$ cat config.mk
export PLATFORM = sky130hd
export DESIGN_NAME = tsd_io_top
export DESIGN_NICKNAME = d
export VERILOG_FILES = /design/src/tsd_pkg.sv /design/src/tsd_in_qual.sv /design/src/tsd_mux_seq.sv /design/src/tsd_io_top.sv
export SDC_FILE = /design/constraint.sdc
export NUM_CORES = 1
export LEC_CHECK = 0
export ABC_AREA = 1
export CAP_MARGIN = 20
export CORE_AREA = 2 2 184 186
export CTS_BUF_LIST = sky130_fd_sc_hd__clkbuf_8
export DETAILED_ROUTE_END_ITERATION = 7
export DIE_AREA = 0 0 186 188
export DONT_BUFFER_PORTS = 1
export PLACE_DENSITY = 0.78
export SETUP_SLACK_MARGIN = 0.3
export SYNTH_ARGS = -nofsm -noshare
export SYNTH_HDL_FRONTEND = slang
export SYNTH_HIERARCHICAL = 1
export SYNTH_SLANG_ARGS = --single-unit
export TNS_END_PERCENT = 100
$ cat constraint.sdc
create_clock -name i_mclk -period 2.7 [get_ports i_mclk]
set_clock_uncertainty 0.1 [all_clocks]
set_input_delay 0.27 -clock i_mclk [delete_from_list [all_inputs] [get_ports i_mclk]]
set_output_delay 0.27 -clock i_mclk [all_outputs]
set_load 0.01 [all_outputs]
$ cat src/tsd_pkg.sv
// shared constants and helpers for the test status digital i/o block
package tsd_pkg;
    // clock and timing
    localparam int CLK_NS        = 100;
    localparam int LEAD_NS       = 1000;   // timing pulse lead and trail
    localparam int STB_NS        = 100;    // strobe width and margins
    localparam int CNT_W         = 8;
    localparam logic [CNT_W-1:0] LEAD_CYC =
        CNT_W'((LEAD_NS + CLK_NS - 1) / CLK_NS);
    localparam logic [CNT_W-1:0] STB_CYC =
        CNT_W'((STB_NS + CLK_NS - 1) / CLK_NS);
    // apb register offsets
    localparam logic [7:0] A_CTRL   = 8'h00;
    localparam logic [7:0] A_SETCFG = 8'h04;
    localparam logic [7:0] A_LOAD   = 8'h08;
    localparam logic [7:0] A_ENG    = 8'h0c;
    localparam logic [7:0] A_RES    = 8'h10;
    localparam logic [7:0] A_STEP   = 8'h14;
    localparam logic [7:0] A_INCFG0 = 8'h18;
    localparam logic [7:0] A_INCFG1 = 8'h1c;
    localparam logic [7:0] A_STAT   = 8'h20;
    // control register fields
    localparam int C_MODE = 0;    // two bits
    localparam int C_INEN = 2;
    localparam int C_GP   = 3;
    localparam int C_RUN  = 4;
    localparam int C_WAIT = 5;
    localparam int C_STEP = 6;
    localparam int C_AUTO = 7;
    localparam logic [1:0] OM_STATIC = 2'h1;
    localparam logic [1:0] OM_MUX    = 2'h2;
    // set config byte: [4:0] function, [5] active high
    localparam int SC_POL = 5;
    // input config byte: [4:0] function, [6:5] detection
    localparam int IC_DET = 5;
    localparam logic [1:0] DET_HIGH = 2'h0;
    localparam logic [1:0] DET_LOW  = 2'h1;
    localparam logic [1:0] DET_RISE = 2'h2;
    // output set functions
    localparam int OF_NONE = 0;
    localparam int OF_LOAD = 1;   // 1..4 sections a..d
    localparam int OF_SRC  = 5;
    localparam int OF_LINE = 6;
    localparam int OF_FIL  = 7;
    localparam int OF_TUBE = 8;
    localparam int OF_TST  = 9;
    localparam int OF_RES  = 10;  // 10..13 ballasts 1..4
    localparam int OF_FAIL = 14;
    localparam int OF_STLO = 15;
    localparam int OF_STHI = 16;
    localparam int OF_WAIT = 17;
    localparam int OF_TIME = 18;
    localparam int OF_N    = 19;
    // input functions
    localparam int IF_START = 1;
    localparam int IF_DIN   = 2;  // 2..5 numbered inputs 1..4
    localparam int IF_ABORT = 6;
    localparam int IF_HOLD  = 7;
    localparam int IF_FAIL  = 8;  // 8..11 ballasts, 12 all
    localparam int IF_FALL  = 12;
    localparam int IF_RCL   = 13; // 13..17 bits b0..b4
    localparam int IF_INV   = 18;
    localparam int IF_N     = 19;
    // result codes and limits
    localparam logic [3:0] RES_EXT   = 4'h6;
    localparam logic [3:0] RES_CRIT  = 4'h4;
    localparam logic [3:0] RES_FAILM = 4'h3;
    localparam logic [7:0] LOAD_MAX  = 8'h0f;
    localparam logic [3:0] MUX_LAST  = 4'h8;

    // highest-numbered pin of a set carries the lsb
    function automatic logic [3:0] rev4(input logic [3:0] v);
        rev4 = {v[0], v[1], v[2], v[3]};
    endfunction : rev4
endpackage : tsd_pkg

$ cat src/tsd_in_qual.sv
// one digital input: synchroniser and active-condition detection
`timescale 1ns/10ps
module tsd_in_qual
    import tsd_pkg::*;
(
    input  wire logic       i_mclk,    // system clock
    input  wire logic       i_reset_n, // sync reset, active low
    input  wire logic       i_ce,      // clock enable
    input  wire logic       i_pin,     // raw input pin
    input  wire logic [1:0] i_det,     // detection kind
    output logic            o_active   // qualified active condition
);
    logic meta_r;  // first stage, read only by sync_r
    logic sync_r;  // second stage
    logic prev_r;  // previous synced level for edges

    always_ff @(posedge i_mclk) begin
        if (!i_reset_n) begin
            meta_r <= 1'b1;
            sync_r <= 1'b1;
            prev_r <= 1'b1;
        end else if (i_ce) begin
            meta_r <= i_pin;
            sync_r <= meta_r;
            prev_r <= sync_r;
        end
    end

    assign o_active = (i_det == DET_HIGH) ? sync_r :
                      (i_det == DET_LOW)  ? ~sync_r :
                      (i_det == DET_RISE) ? (sync_r & ~prev_r) :
                                            (~sync_r & prev_r);
endmodule : tsd_in_qual

$ cat src/tsd_mux_seq.sv
// multiplexed output sequencer: address, data and strobe
`timescale 1ns/10ps
module tsd_mux_seq
    import tsd_pkg::*;
(
    input  wire logic        i_mclk,    // system clock
    input  wire logic        i_reset_n, // sync reset, active low
    input  wire logic        i_ce,      // clock enable
    input  wire logic        i_en,      // multiplexed mode selected
    input  wire logic [71:0] i_items,   // nine data bytes by address
    output logic [3:0]       o_addr,    // present address
    output logic [7:0]       o_data,    // present data byte
    output logic             o_stb      // strobe
);
    typedef enum logic [1:0] {
        MS_SETUP = 2'b00,
        MS_STB   = 2'b01,
        MS_HOLD  = 2'b11
    } tsd_ms_e;

    tsd_ms_e          st_r;   // phase
    logic [CNT_W-1:0] cnt_r;  // phase cycle count
    wire              last = (cnt_r == STB_CYC - CNT_W'(1));
    wire  [3:0]       nxt_a = (o_addr == MUX_LAST) ? '0 : o_addr + 4'h1;

    // step items with strobe framed inside stable data
    always_ff @(posedge i_mclk) begin
        // parked on the last address so the first step loads item zero
        if (!i_reset_n || (i_ce && !i_en)) begin
            st_r   <= MS_HOLD;
            cnt_r  <= '0;
            o_addr <= MUX_LAST;
            o_data <= '0;
            o_stb  <= 1'b0;
        end else if (i_ce) begin
            cnt_r <= last ? '0 : cnt_r + CNT_W'(1);
            case (st_r)
                MS_SETUP: begin
                    // data is not reloaded here: a change now would land
                    // on the strobe's rising edge and break its margin
                    if (last) begin
                        st_r  <= MS_STB;
                        o_stb <= 1'b1;
                    end
                end
                MS_STB: begin
                    if (last) begin
                        st_r  <= MS_HOLD;
                        o_stb <= 1'b0;
                    end
                end
                default: begin
                    // data kept a margin past the falling edge
                    if (last) begin
                        st_r   <= MS_SETUP;
                        o_addr <= nxt_a;
                        o_data <= i_items[nxt_a*8 +: 8];
                    end
                end
            endcase
        end
    end
endmodule : tsd_mux_seq

$ cat src/tsd_io_top.sv
// test status digital i/o port: apb registers, outputs and inputs
//
// The implementer's own choices: the address map and the APB interface to the registers.
`timescale 1ns/10ps
module tsd_io_top
    import tsd_pkg::*;
#(
    parameter int N_IN = 8           // number of input pins
)(
    input  wire logic            i_mclk,      // system clock 10 MHz
    input  wire logic            i_reset_n,   // sync reset, active low
    input  wire logic            i_ce,        // clock enable
    input  wire logic            i_psel,      // apb select
    input  wire logic            i_penable,   // apb enable
    input  wire logic            i_pwrite,    // apb write
    input  wire logic [7:0]      i_paddr,     // apb byte address
    input  wire logic [31:0]     i_pwdata,    // apb write data
    output logic      [31:0]     o_prdata,    // apb read data
    output logic                 o_pready,    // apb ready
    output logic                 o_pslverr,   // apb error
    input  wire logic [N_IN-1:0] i_din,       // input pins, bit0 = pin 17
    output logic      [15:0]     o_dout,      // output pins, bit0 = pin 1
    output logic                 o_start,     // start pulse
    output logic      [3:0]      o_din_match, // numbered inputs satisfied
    output logic                 o_abort,     // abort request
    output logic                 o_hold,      // hold request
    output logic      [3:0]      o_ext_fail,  // external fail per ballast
    output logic                 o_recall,    // recall pulse
    output logic      [4:0]      o_recall_code // store number to recall
);
    // software registers
    logic [7:0]  ctrl_r;     // mode, enables, sequencer state
    logic [31:0] setcfg_r;   // four set config bytes
    logic [31:0] load_r;     // four load step values
    logic [15:0] eng_r;      // source, line, filament, tube
    logic [19:0] res_r;      // results [15:0], wait fail [19:16]
    logic [7:0]  step_r;     // step code
    logic [63:0] incfg_r;    // eight input config bytes
    logic [31:0] prdata_r;   // read data captured at setup
    logic        armed_r;    // start rearmed after release
    logic [4:0]  rc_prev_r;  // last recall code seen
    logic [15:0] shown_r;    // static pins past the pulse guard
    logic        pulse_r;    // timing pulse level
    logic [CNT_W-1:0] tcnt_r; // pulse phase counter

    typedef enum logic [1:0] {
        TP_IDLE  = 2'b00,
        TP_LEAD  = 2'b01,
        TP_TRAIL = 2'b11
    } tsd_tp_e;
    tsd_tp_e tp_r;           // timing pulse phase

    // apb decode
    wire acc   = i_psel & i_penable;
    wire wr    = acc & i_pwrite & i_ce;
    wire h_ctl = (i_paddr == A_CTRL);
    wire h_set = (i_paddr == A_SETCFG);
    wire h_ld  = (i_paddr == A_LOAD);
    wire h_eng = (i_paddr == A_ENG);
    wire h_res = (i_paddr == A_RES);
    wire h_stp = (i_paddr == A_STEP);
    wire h_ic0 = (i_paddr == A_INCFG0);
    wire h_ic1 = (i_paddr == A_INCFG1);
    wire h_st  = (i_paddr == A_STAT);
    wire hit   = h_ctl | h_set | h_ld | h_eng | h_res | h_stp |
                 h_ic0 | h_ic1 | h_st;

    // control fields
    wire [1:0] omode = ctrl_r[C_MODE +: 2];
    wire gp     = ctrl_r[C_GP];
    wire run    = ctrl_r[C_RUN];
    wire pause  = ctrl_r[C_WAIT];
    wire stepon = ctrl_r[C_STEP];

    // input qualification and function decode
    logic [N_IN-1:0] act;              // qualified active per pin
    logic [IF_N-1:0] fn_oh [N_IN];     // one-hot function per pin
    logic [N_IN-1:0] col   [IF_N];     // pins assigned per function
    logic [IF_N-1:0] f_any;            // any assigned pin active
    logic [IF_N-1:0] f_all;            // assigned and all active
    genvar g, f;
    generate
        for (g = 0; g < N_IN; g++) begin : g_in
            wire [4:0] fn = incfg_r[g*8 +: 5];
            tsd_in_qual u_q (
                .i_mclk    (i_mclk),
                .i_reset_n (i_reset_n),
                .i_ce      (i_ce),
                .i_pin     (i_din[g]),
                .i_det     (incfg_r[g*8 + IC_DET +: 2]),
                .o_active  (act[g])
            );
            assign fn_oh[g] = (fn < 5'(IF_N)) ? IF_N'(1) << fn : '0;
        end
        for (f = 0; f < IF_N; f++) begin : g_fn
            for (g = 0; g < N_IN; g++) begin : g_col
                assign col[f][g] = fn_oh[g][f];
            end
        end
    endgenerate

    // invalidate and global enable gate every other input
    wire inv_any = ctrl_r[C_INEN] & |(col[IF_INV] & act);
    wire [N_IN-1:0] eff = act & {N_IN{ctrl_r[C_INEN] & ~inv_any}};
    generate
        for (f = 0; f < IF_N; f++) begin : g_comb
            assign f_any[f] = |(col[f] & eff);
            // numbered inputs need every assigned pin
            assign f_all[f] = (|col[f]) & (&(~col[f] | eff));
        end
    endgenerate

    wire fail_any = |f_any[IF_FAIL +: 5];
    // all start inputs, rearmed, not blocked
    wire start_ok = f_all[IF_START] & armed_r & ~run & ~f_any[IF_ABORT] &
                    ~f_any[IF_HOLD] & ~fail_any;
    // per-ballast fail or the all-ballast fail
    wire [3:0] xfail = f_any[IF_FAIL +: 4] | {4{f_any[IF_FALL]}};
    wire [4:0] rc    = f_any[IF_RCL +: 5];
    wire rc_valid    = ctrl_r[C_INEN] & ~inv_any;

    // register writes; external fail set wins over a software write
    always_ff @(posedge i_mclk) begin
        if (!i_reset_n) begin
            ctrl_r   <= '0;
            setcfg_r <= '0;
            load_r   <= '0;
            eng_r    <= '0;
            res_r    <= '0;
            step_r   <= '0;
            incfg_r  <= '0;
        end else if (i_ce) begin
            if (wr && h_ctl) ctrl_r   <= i_pwdata[7:0];
            if (wr && h_set) setcfg_r <= i_pwdata;
            if (wr && h_ld)  load_r   <= i_pwdata;
            if (wr && h_eng) eng_r    <= i_pwdata[15:0];
            if (wr && h_res) res_r    <= i_pwdata[19:0];
            if (wr && h_stp) step_r   <= i_pwdata[7:0];
            if (wr && h_ic0) incfg_r[31:0]  <= i_pwdata;
            if (wr && h_ic1) incfg_r[63:32] <= i_pwdata;
            for (int b = 0; b < 4; b++) begin
                if (xfail[b]) res_r[b*4 +: 4] <= RES_EXT;
            end
        end
    end

    // input-side outputs; registered so they come from flops
    always_ff @(posedge i_mclk) begin
        if (!i_reset_n) begin
            armed_r       <= 1'b1;
            rc_prev_r     <= '0;
            o_start       <= 1'b0;
            o_recall      <= 1'b0;
            o_recall_code <= '0;
            o_din_match   <= '0;
            o_abort       <= 1'b0;
            o_hold        <= 1'b0;
            o_ext_fail    <= '0;
        end else if (i_ce) begin
            // rearm only once start inputs release
            if (start_ok)
                armed_r <= 1'b0;
            else if (!f_all[IF_START])
                armed_r <= 1'b1;
            o_start <= start_ok;
            // recall on a change to a nonzero code
            o_recall <= 1'b0;
            if (rc_valid) begin
                rc_prev_r <= rc;
                if (rc != rc_prev_r && rc != '0) begin
                    o_recall      <= 1'b1;
                    o_recall_code <= rc;
                end
            end
            o_din_match <= f_all[IF_DIN +: 4];
            o_abort     <= f_any[IF_ABORT];
            o_hold      <= f_any[IF_HOLD];
            o_ext_fail  <= xfail;
        end
    end

    // data items in nibbles
    logic [3:0] item [OF_N];
    logic [3:0] testing, failf;
    generate
        for (g = 0; g < 4; g++) begin : g_bal
            wire [3:0] r  = res_r[g*4 +: 4];
            wire [7:0] lv = load_r[g*8 +: 8];
            assign item[OF_LOAD + g] = (lv > LOAD_MAX) ? '0 : lv[3:0];
            assign item[OF_RES + g] = r;
            assign testing[g] = gp | (run & ~f_any[IF_ABORT] &
                                      (r < RES_CRIT));
            assign failf[g] = gp | (r >= RES_FAILM);
        end
    endgenerate

    // step code zero when idle or general-purpose
    wire [7:0] stepv = (gp | ~stepon) ? '0 : step_r;
    assign item[OF_NONE] = '0;
    // engage sets; filament and tube forced in general-purpose modes
    assign item[OF_SRC]  = eng_r[3:0];
    assign item[OF_LINE] = eng_r[7:4];
    assign item[OF_FIL]  = gp ? {4{ctrl_r[C_AUTO]}} : eng_r[11:8];
    assign item[OF_TUBE] = gp ? {4{ctrl_r[C_AUTO]}} : eng_r[15:12];
    assign item[OF_TST]  = testing;
    assign item[OF_FAIL] = failf;
    assign item[OF_STLO] = stepv[3:0];
    assign item[OF_STHI] = stepv[7:4];
    // wait fail only during an operator_pause_step
    assign item[OF_WAIT] = (gp | ~pause) ? '0 : res_r[19:16];
    assign item[OF_TIME] = '0;

    // static sets
    logic [15:0] tgt;       // static pins, timing pins held zero
    logic [15:0] tmask;     // pins carrying a timing pulse
    logic [15:0] tpins;     // timing pulse pins with polarity
    generate
        for (g = 0; g < 4; g++) begin : g_set
            wire [4:0] fn  = setcfg_r[g*8 +: 5];
            wire       pol = setcfg_r[g*8 + SC_POL];
            wire       tim = (fn == 5'(OF_TIME));
            wire [3:0] v   = (fn < 5'(OF_N)) ? item[fn] : '0;
            // polarity; none shows the inactive level
            wire [3:0] lvl = pol ? v : ~v;
            // highest pin of the set is the lsb
            assign tgt[15-g*4 -: 4]   = tim ? '0 : rev4(lvl);
            // only the highest pin of a timing set
            assign tmask[15-g*4 -: 4] = {tim, 3'b000};
            assign tpins[15-g*4 -: 4] = {tim & (pol ~^ pulse_r), 3'b000};
        end
    endgenerate
    wire any_tim = |tmask;
    wire wait_t  = (tcnt_r == LEAD_CYC - CNT_W'(1));

    // pulse asserts a lead before and drops a trail after
    always_ff @(posedge i_mclk) begin
        if (!i_reset_n) begin
            tp_r    <= TP_IDLE;
            tcnt_r  <= '0;
            pulse_r <= 1'b0;
            shown_r <= '0;
        end else if (i_ce) begin
            case (tp_r)
                TP_IDLE: begin
                    tcnt_r <= '0;
                    if (!any_tim) begin
                        // no timing set: changes pass at once
                        shown_r <= tgt;
                    end else if (tgt != shown_r) begin
                        pulse_r <= 1'b1;
                        tp_r    <= TP_LEAD;
                    end
                end
                TP_LEAD: begin
                    tcnt_r <= tcnt_r + CNT_W'(1);
                    if (wait_t) begin
                        tcnt_r  <= '0;
                        shown_r <= tgt;
                        tp_r    <= TP_TRAIL;
                    end
                end
                default: begin
                    // later changes wait for the next pulse
                    tcnt_r <= tcnt_r + CNT_W'(1);
                    if (wait_t) begin
                        pulse_r <= 1'b0;
                        tp_r    <= TP_IDLE;
                    end
                end
            endcase
        end
    end

    wire [71:0] mux_items = {
        4'h0, item[OF_WAIT],
        stepv,
        failf, item[OF_RES + 3],
        item[OF_RES + 2], item[OF_RES + 1],
        item[OF_RES], testing,
        item[OF_TUBE], item[OF_FIL],
        item[OF_LINE], item[OF_SRC],
        item[OF_LOAD + 3], item[OF_LOAD + 2],
        item[OF_LOAD + 1], item[OF_LOAD]};
    wire [3:0] m_addr;
    wire [7:0] m_data;
    wire       m_stb;
    wire       mux_on = (omode == OM_MUX);
    tsd_mux_seq u_mux (
        .i_mclk    (i_mclk),
        .i_reset_n (i_reset_n),
        .i_ce      (i_ce),
        .i_en      (mux_on),
        .i_items   (mux_items),
        .o_addr    (m_addr),
        .o_data    (m_data),
        .o_stb     (m_stb)
    );
    // active-high data, address and strobe on pins
    wire [15:0] mux_pins = {rev4(m_data[3:0]), rev4(m_data[7:4]),
                            rev4(m_addr), m_stb, 3'b000};
    wire [15:0] stat_pins = (shown_r & ~tmask) | tpins;

    // output pins; settings kept while off
    always_ff @(posedge i_mclk) begin
        if (!i_reset_n) begin
            o_dout <= '1;
        end else if (i_ce) begin
            if (omode == OM_STATIC)
                o_dout <= stat_pins;
            else if (mux_on)
                o_dout <= mux_pins;
            else
                o_dout <= '1;
        end
    end

    // read data, captured in the setup cycle
    wire [31:0] rdata =
        h_ctl ? {24'h000000, ctrl_r} :
        h_set ? setcfg_r :
        h_ld  ? load_r :
        h_eng ? {16'h0000, eng_r} :
        h_res ? {12'h000, res_r} :
        h_stp ? {24'h000000, step_r} :
        h_ic0 ? incfg_r[31:0] :
        h_ic1 ? incfg_r[63:32] :
        h_st  ? {o_dout, inv_any, armed_r, o_hold, o_abort,
                 o_din_match, act} :
        32'h00000000;

    // apb read path; zero wait states
    always_ff @(posedge i_mclk) begin
        if (!i_reset_n)
            prdata_r <= '0;
        else if (i_ce && i_psel && !i_penable)
            prdata_r <= rdata;
    end
    assign o_prdata  = prdata_r;
    assign o_pready  = 1'b1;
    assign o_pslverr = acc & ~hit;
endmodule : tsd_io_top

==> out/metrics.csv, run 1 <==
stage;metric;value;unit
status;status;stopped before the end;
placement;gpl congestion;1.19;
grt;first-pass GRT wire length;209000;µm
placement;Cell Area, Placed;23700;µm²
status;stop err;[ERROR GRT-0116] Global routing finished with congestion. Check the congestion regions in the DRC Viewer.;
logic_synthesis;Post-synth EDFFs;0;
logic_synthesis;Syn Inst Count;3051;
logic_synthesis;Avg Cell Area, Syn;6.43;µm²
grt;largest net degree at the start of global routing;205;
logic_synthesis;mapped cell area;19600;µm²
logic_synthesis;ys async rst share;0;
floorplan;chip height;188;µm
floorplan;chip width;186;µm
floorplan;# IOs;121;
logic_synthesis;most frequent cell after synthesis;nand2_1;
logic_synthesis;synth cell count leaders;nand2_1, inv_1, nor2_1, dfxtp_1, a21oi_1;
floorplan;num rows;67;
placement;Port Buffers;0;
grt;Total GRT Usage;0.787;
logic_synthesis;Yosys top cell by area;dfxtp_1;
logic_synthesis;YS warnings;6;
cts;Num Clock Sinks;325;
logic_synthesis;Seq/Total Area, Yosys;0.332;
logic_synthesis;count of cell types in the netlist;57;
cts;Root Driver;clkbuf_8;
logic_synthesis;largest cells by area after synthesis;dfxtp_1, nand2_1, a21oi_1;
grt;Overflow after GRT;165;
cts;Clock Tree Buf Depth;3;
cts;# H-tree levels;2;
logic_synthesis;post-synth top area share;0.332;
grt;vias in the first global route;33200;
logic_synthesis;Primary FF master, synth;dfxtp_1;
placement;DP HPWL;72400;µm
floorplan;Initial Util;0.592;
cts;CTS buffer count;54;
status;Stop stage;5_1_grt;
logic_synthesis;Synth Register Bits;325;
[stage by stage]
step                      instances  setup slack [ps]
after floorplan                3054              -235
after global placement         3879              -837
after detailed placement       3879              -951
after CTS                      4224              -733
[logic make-up after synthesis]
kind of cell / count (synthesis) / synth area share
buffers and inverters: 537 / 0.104
adder cells (fa/ha/maj): 6 / 0.00383
other: 2 / 0.000383
AND/OR/NAND/NOR: 1322 / 0.298
flip-flops: 325 / 0.332
XOR/XNOR: 15 / 0.00670
AO/OA/AOI/OAI: 844 / 0.255
[metal layers]
metal  overflow  track usage
met5          0        0.166
met3          4        0.643
met4         70        0.784
met2         89        0.940
met1          2        0.800
[timing repair]
action,in CTS
hold endpoints to repair,311
hold buffers,207
gates cloned,1
resized for setup,267
setup buffers,36
pin swaps,118
setup endpoints to repair,65
==> run 2, diff against run 1 <==
- CORE_AREA: 2 2 184 186 -> 2 2 225 227
- CTS_BUF_LIST: sky130_fd_sc_hd__clkbuf_8 -> unset
- DIE_AREA: 0 0 186 188 -> 0 0 227 229
- PLACE_DENSITY: 0.78 -> unset
- PLACE_DENSITY_LB_ADDON: unset -> 0.15
- SETUP_SLACK_MARGIN: 0.3 -> unset
- clock period: 2.7 -> 3.5 ns (I/O delays scaled with it)
==> run 2 against run 1 <==
Effect of this change: synthesized area did not move; the flow now finishes, with violations (negative setup slack); synthesized cell count did not move.
==> out/metrics.csv, run 2 <==
stage;metric;value;unit
logic_synthesis;synth cell count leaders;nand2_1, inv_1, nor2_1, dfxtp_1, a21oi_1;
cts;# H-tree levels;2;
cts;Clk Latency, worst-skew pair;590;ps
floorplan;CORE AREA;49700;µm²
status;failing checks;negative setup slack;
cells_and_area;Layout Cells excl Fill;4099;
logic_synthesis;ys async rst share;0;
cells_and_area;cell area after layout;25400;µm²
power;PD cells;344;nW/µm²
critical_path;kind of critical path;reg -> reg;
timing;Slew HR;0.325;
timing;setup TNS;-509;ps
grt;Total GRT Usage;0.425;
logic_synthesis;largest cells by area after synthesis;dfxtp_1, nand2_1, a21oi_1;
grt;vias in the first global route;23800;
cells_and_area;Final #Nets;3457;
grt;initial antenna violation count;6;
critical_path;reg-to-reg slack, setup;-150;ps
logic_synthesis;Syn Inst Count;3051;
cells_and_area;Area growth syn-to-layout;29.4;%
cts;TritonCTS clock tree;done;
floorplan;Die Area;52000;µm²
cells_and_area;Biggest register;incfg_r;
cts;Clock Tree Buf Depth;3;
critical_path;Worst EP arrival;4010;ps
logic_synthesis;mapped cell area;19600;µm²
logic_synthesis;Yosys top cell by area;dfxtp_1;
critical_path;Critical Path Sink Type;flip-flop;
cells_and_area;share of cells above drive strength 1;0.200;
timing;# setup viols final;8;
route;Via density;6.10;
floorplan;chip height;229;µm
placement;Cell Area, Placed;22700;µm²
status;status;finished with violations;
route;Detailed Routing Iterations Pass 1;7;
logic_synthesis;most frequent cell after synthesis;nand2_1;
logic_synthesis;post-synth top area share;0.332;
cts;Num Clock Sinks;325;
cts;Root Driver;clkbuf_16;
timing;RSZ-0062 raised after global routing;true;
floorplan;# IOs;121;
critical_path;Worst Setup Start Kind;flip-flop;
cells_and_area;most frequent cells in the layout;nand2_1, buf_4, inv_1;
route;via count;25000;
cells_and_area;max FFs per register;64;
timing;post-layout min period;3650;ps
logic_synthesis;Primary FF master, synth;dfxtp_1;
power;Pleak;10.7;nW
grt;first-pass GRT wire length;160000;µm
placement;pre-CTS setup slack;-551;ps
critical_path;Reg2Reg Depth;30;
grt;largest net degree at the start of global routing;201;
logic_synthesis;Avg Cell Area, Syn;6.43;µm²
timing;Final Max Tran Viols;0;
placement;DP HPWL;86200;µm
cells_and_area;fill count;5103;
route;drt total wl;113000;µm
timing;final hold vios;0;
route;antenna violation net count after detailed routing;0;
logic_synthesis;Post-synth EDFFs;0;
route;# DRC;0;
timing;hold slack;26.2;ps
cts;CTS buffer count;39;
worst_hold_path;hold depth;2;
timing;fin crit share;1.04;
floorplan;chip width;227;µm
critical_path;slowest CP cell;dfxtp_2;
worst_hold_path;Hold WC Path Type;in -> reg;
critical_path;Crit path top cell by count;nand2_1;
cts;Reg clk slew, reported paths;60;ps
floorplan;Initial Util;0.395;
logic_synthesis;Seq/Total Area, Yosys;0.332;
power;Peak supply drop;0.000328;V
logic_synthesis;count of cell types in the netlist;57;
placement;gpl congestion;1.04;
grt;Overflow after GRT;0;
critical_path;Req. time, crit path;3860;ps
placement;Port Buffers;0;
floorplan;num rows;82;
flow_run;max-cap violations;0;
route;Starting DRT DRC Count;2984;
critical_path;Worst path max stage delay;360;ps
placement;dpl cells;3951;
route;Routed WL per cell;27.5;µm
timing;Slew @ Worst Pin;1010;ps
critical_path;crit path max fanout;5;
power;Design Power;8.73;mW
cells_and_area;most common cell after layout, fill and taps aside;nand2_1;
cells_and_area;Core Util, Final;0.511;
timing;final worst slack;-153;ps
logic_synthesis;Synth Register Bits;325;
logic_synthesis;YS warnings;6;
timing;maximum operating frequency;274;MHz
run 2: cell counts after synthesis:
No cell type changed its count.
run 2: final cells by class:
type | count | area, µm² | area share
clock buffers | 54 | 1130 | 0.0446
well taps | 672 | 841 | 0.0331
flip-flops and latches | 325 | 6530 | 0.257
inverters | 396 | 1500 | 0.0589
clock inverters | 16 | 161 | 0.00636
diodes | 1 | 2.50 | 0.0000986
multi-input cells | 2193 | 11600 | 0.459
repair buffers | 442 | 3570 | 0.141
run 2: report_power, final:
group	total, mW	internal, mW	switching [mW]
clock network	4.13	2.36	1.76
logic	0.774	0.232	0.542
registers	3.83	3.76	0.0701
total	8.73	6.36	2.38
run 2: cells by family (layout without fill, tap and decap cells):
kind of cell,count (synthesis),count (layout),share of synthesized area
AND/OR/NAND/NOR,1322,1323,0.298
AO/OA/AOI/OAI,844,844,0.255
buffers and inverters,537,908,0.104
flip-flops,325,325,0.332
XOR/XNOR,15,15,0.00670
adder cells (fa/ha/maj),6,6,0.00383
other,2,6,0.000383
run 2: path summary, 6_finish.rpt:
path                                  endpoint                      start
hold reg to reg      setcfg_r[22]$_SDFFE_PN0P_  setcfg_r[22]$_SDFFE_PN0P_
setup reg to reg          tp_r[1]$_SDFFE_PN0P_   incfg_r[61]$_SDFFE_PN0P_
setup / recovery          tp_r[1]$_SDFFE_PN0P_   incfg_r[61]$_SDFFE_PN0P_
hold / removal    u_mux/o_addr[1]$_SDFFE_PP0P_                       i_ce
run 2: routing by layer:
| layer | routed length, µm | vias to the layer above | track usage |
|---|---|---|---|
| li1 | - | 11100 | - |
| met1 | 41200 | 11800 | 0.508 |
| met2 | 50200 | 1626 | 0.678 |
| met3 | 11600 | 445 | 0.0956 |
| met4 | 9540 | 6 | 0.287 |
| met5 | 42 | - | 0 |
run 2: timing repair:
| action | CTS | global route |
|---|---|---|
| setup buffers | 18 | 14 |
| pin swaps | 27 | 50 |
| resized for setup | 43 | 137 |
| endpoints found under the setup margin | 33 | 33 |
| gates cloned | 1 | 0 |
| hold endpoints to repair | 246 | 1 |
| hold buffers | 45 | 2 |
run 2: critical path: cells and delay by family, from the launching register on:
kind                   cells  cell delay (ps)
AND/OR/NAND/NOR           26             2600
AO/OA/AOI/OAI              2              310
buffers and inverters      2              170
flip-flops                 1              360
Note: power is estimated with default switching activity, not from simulation.
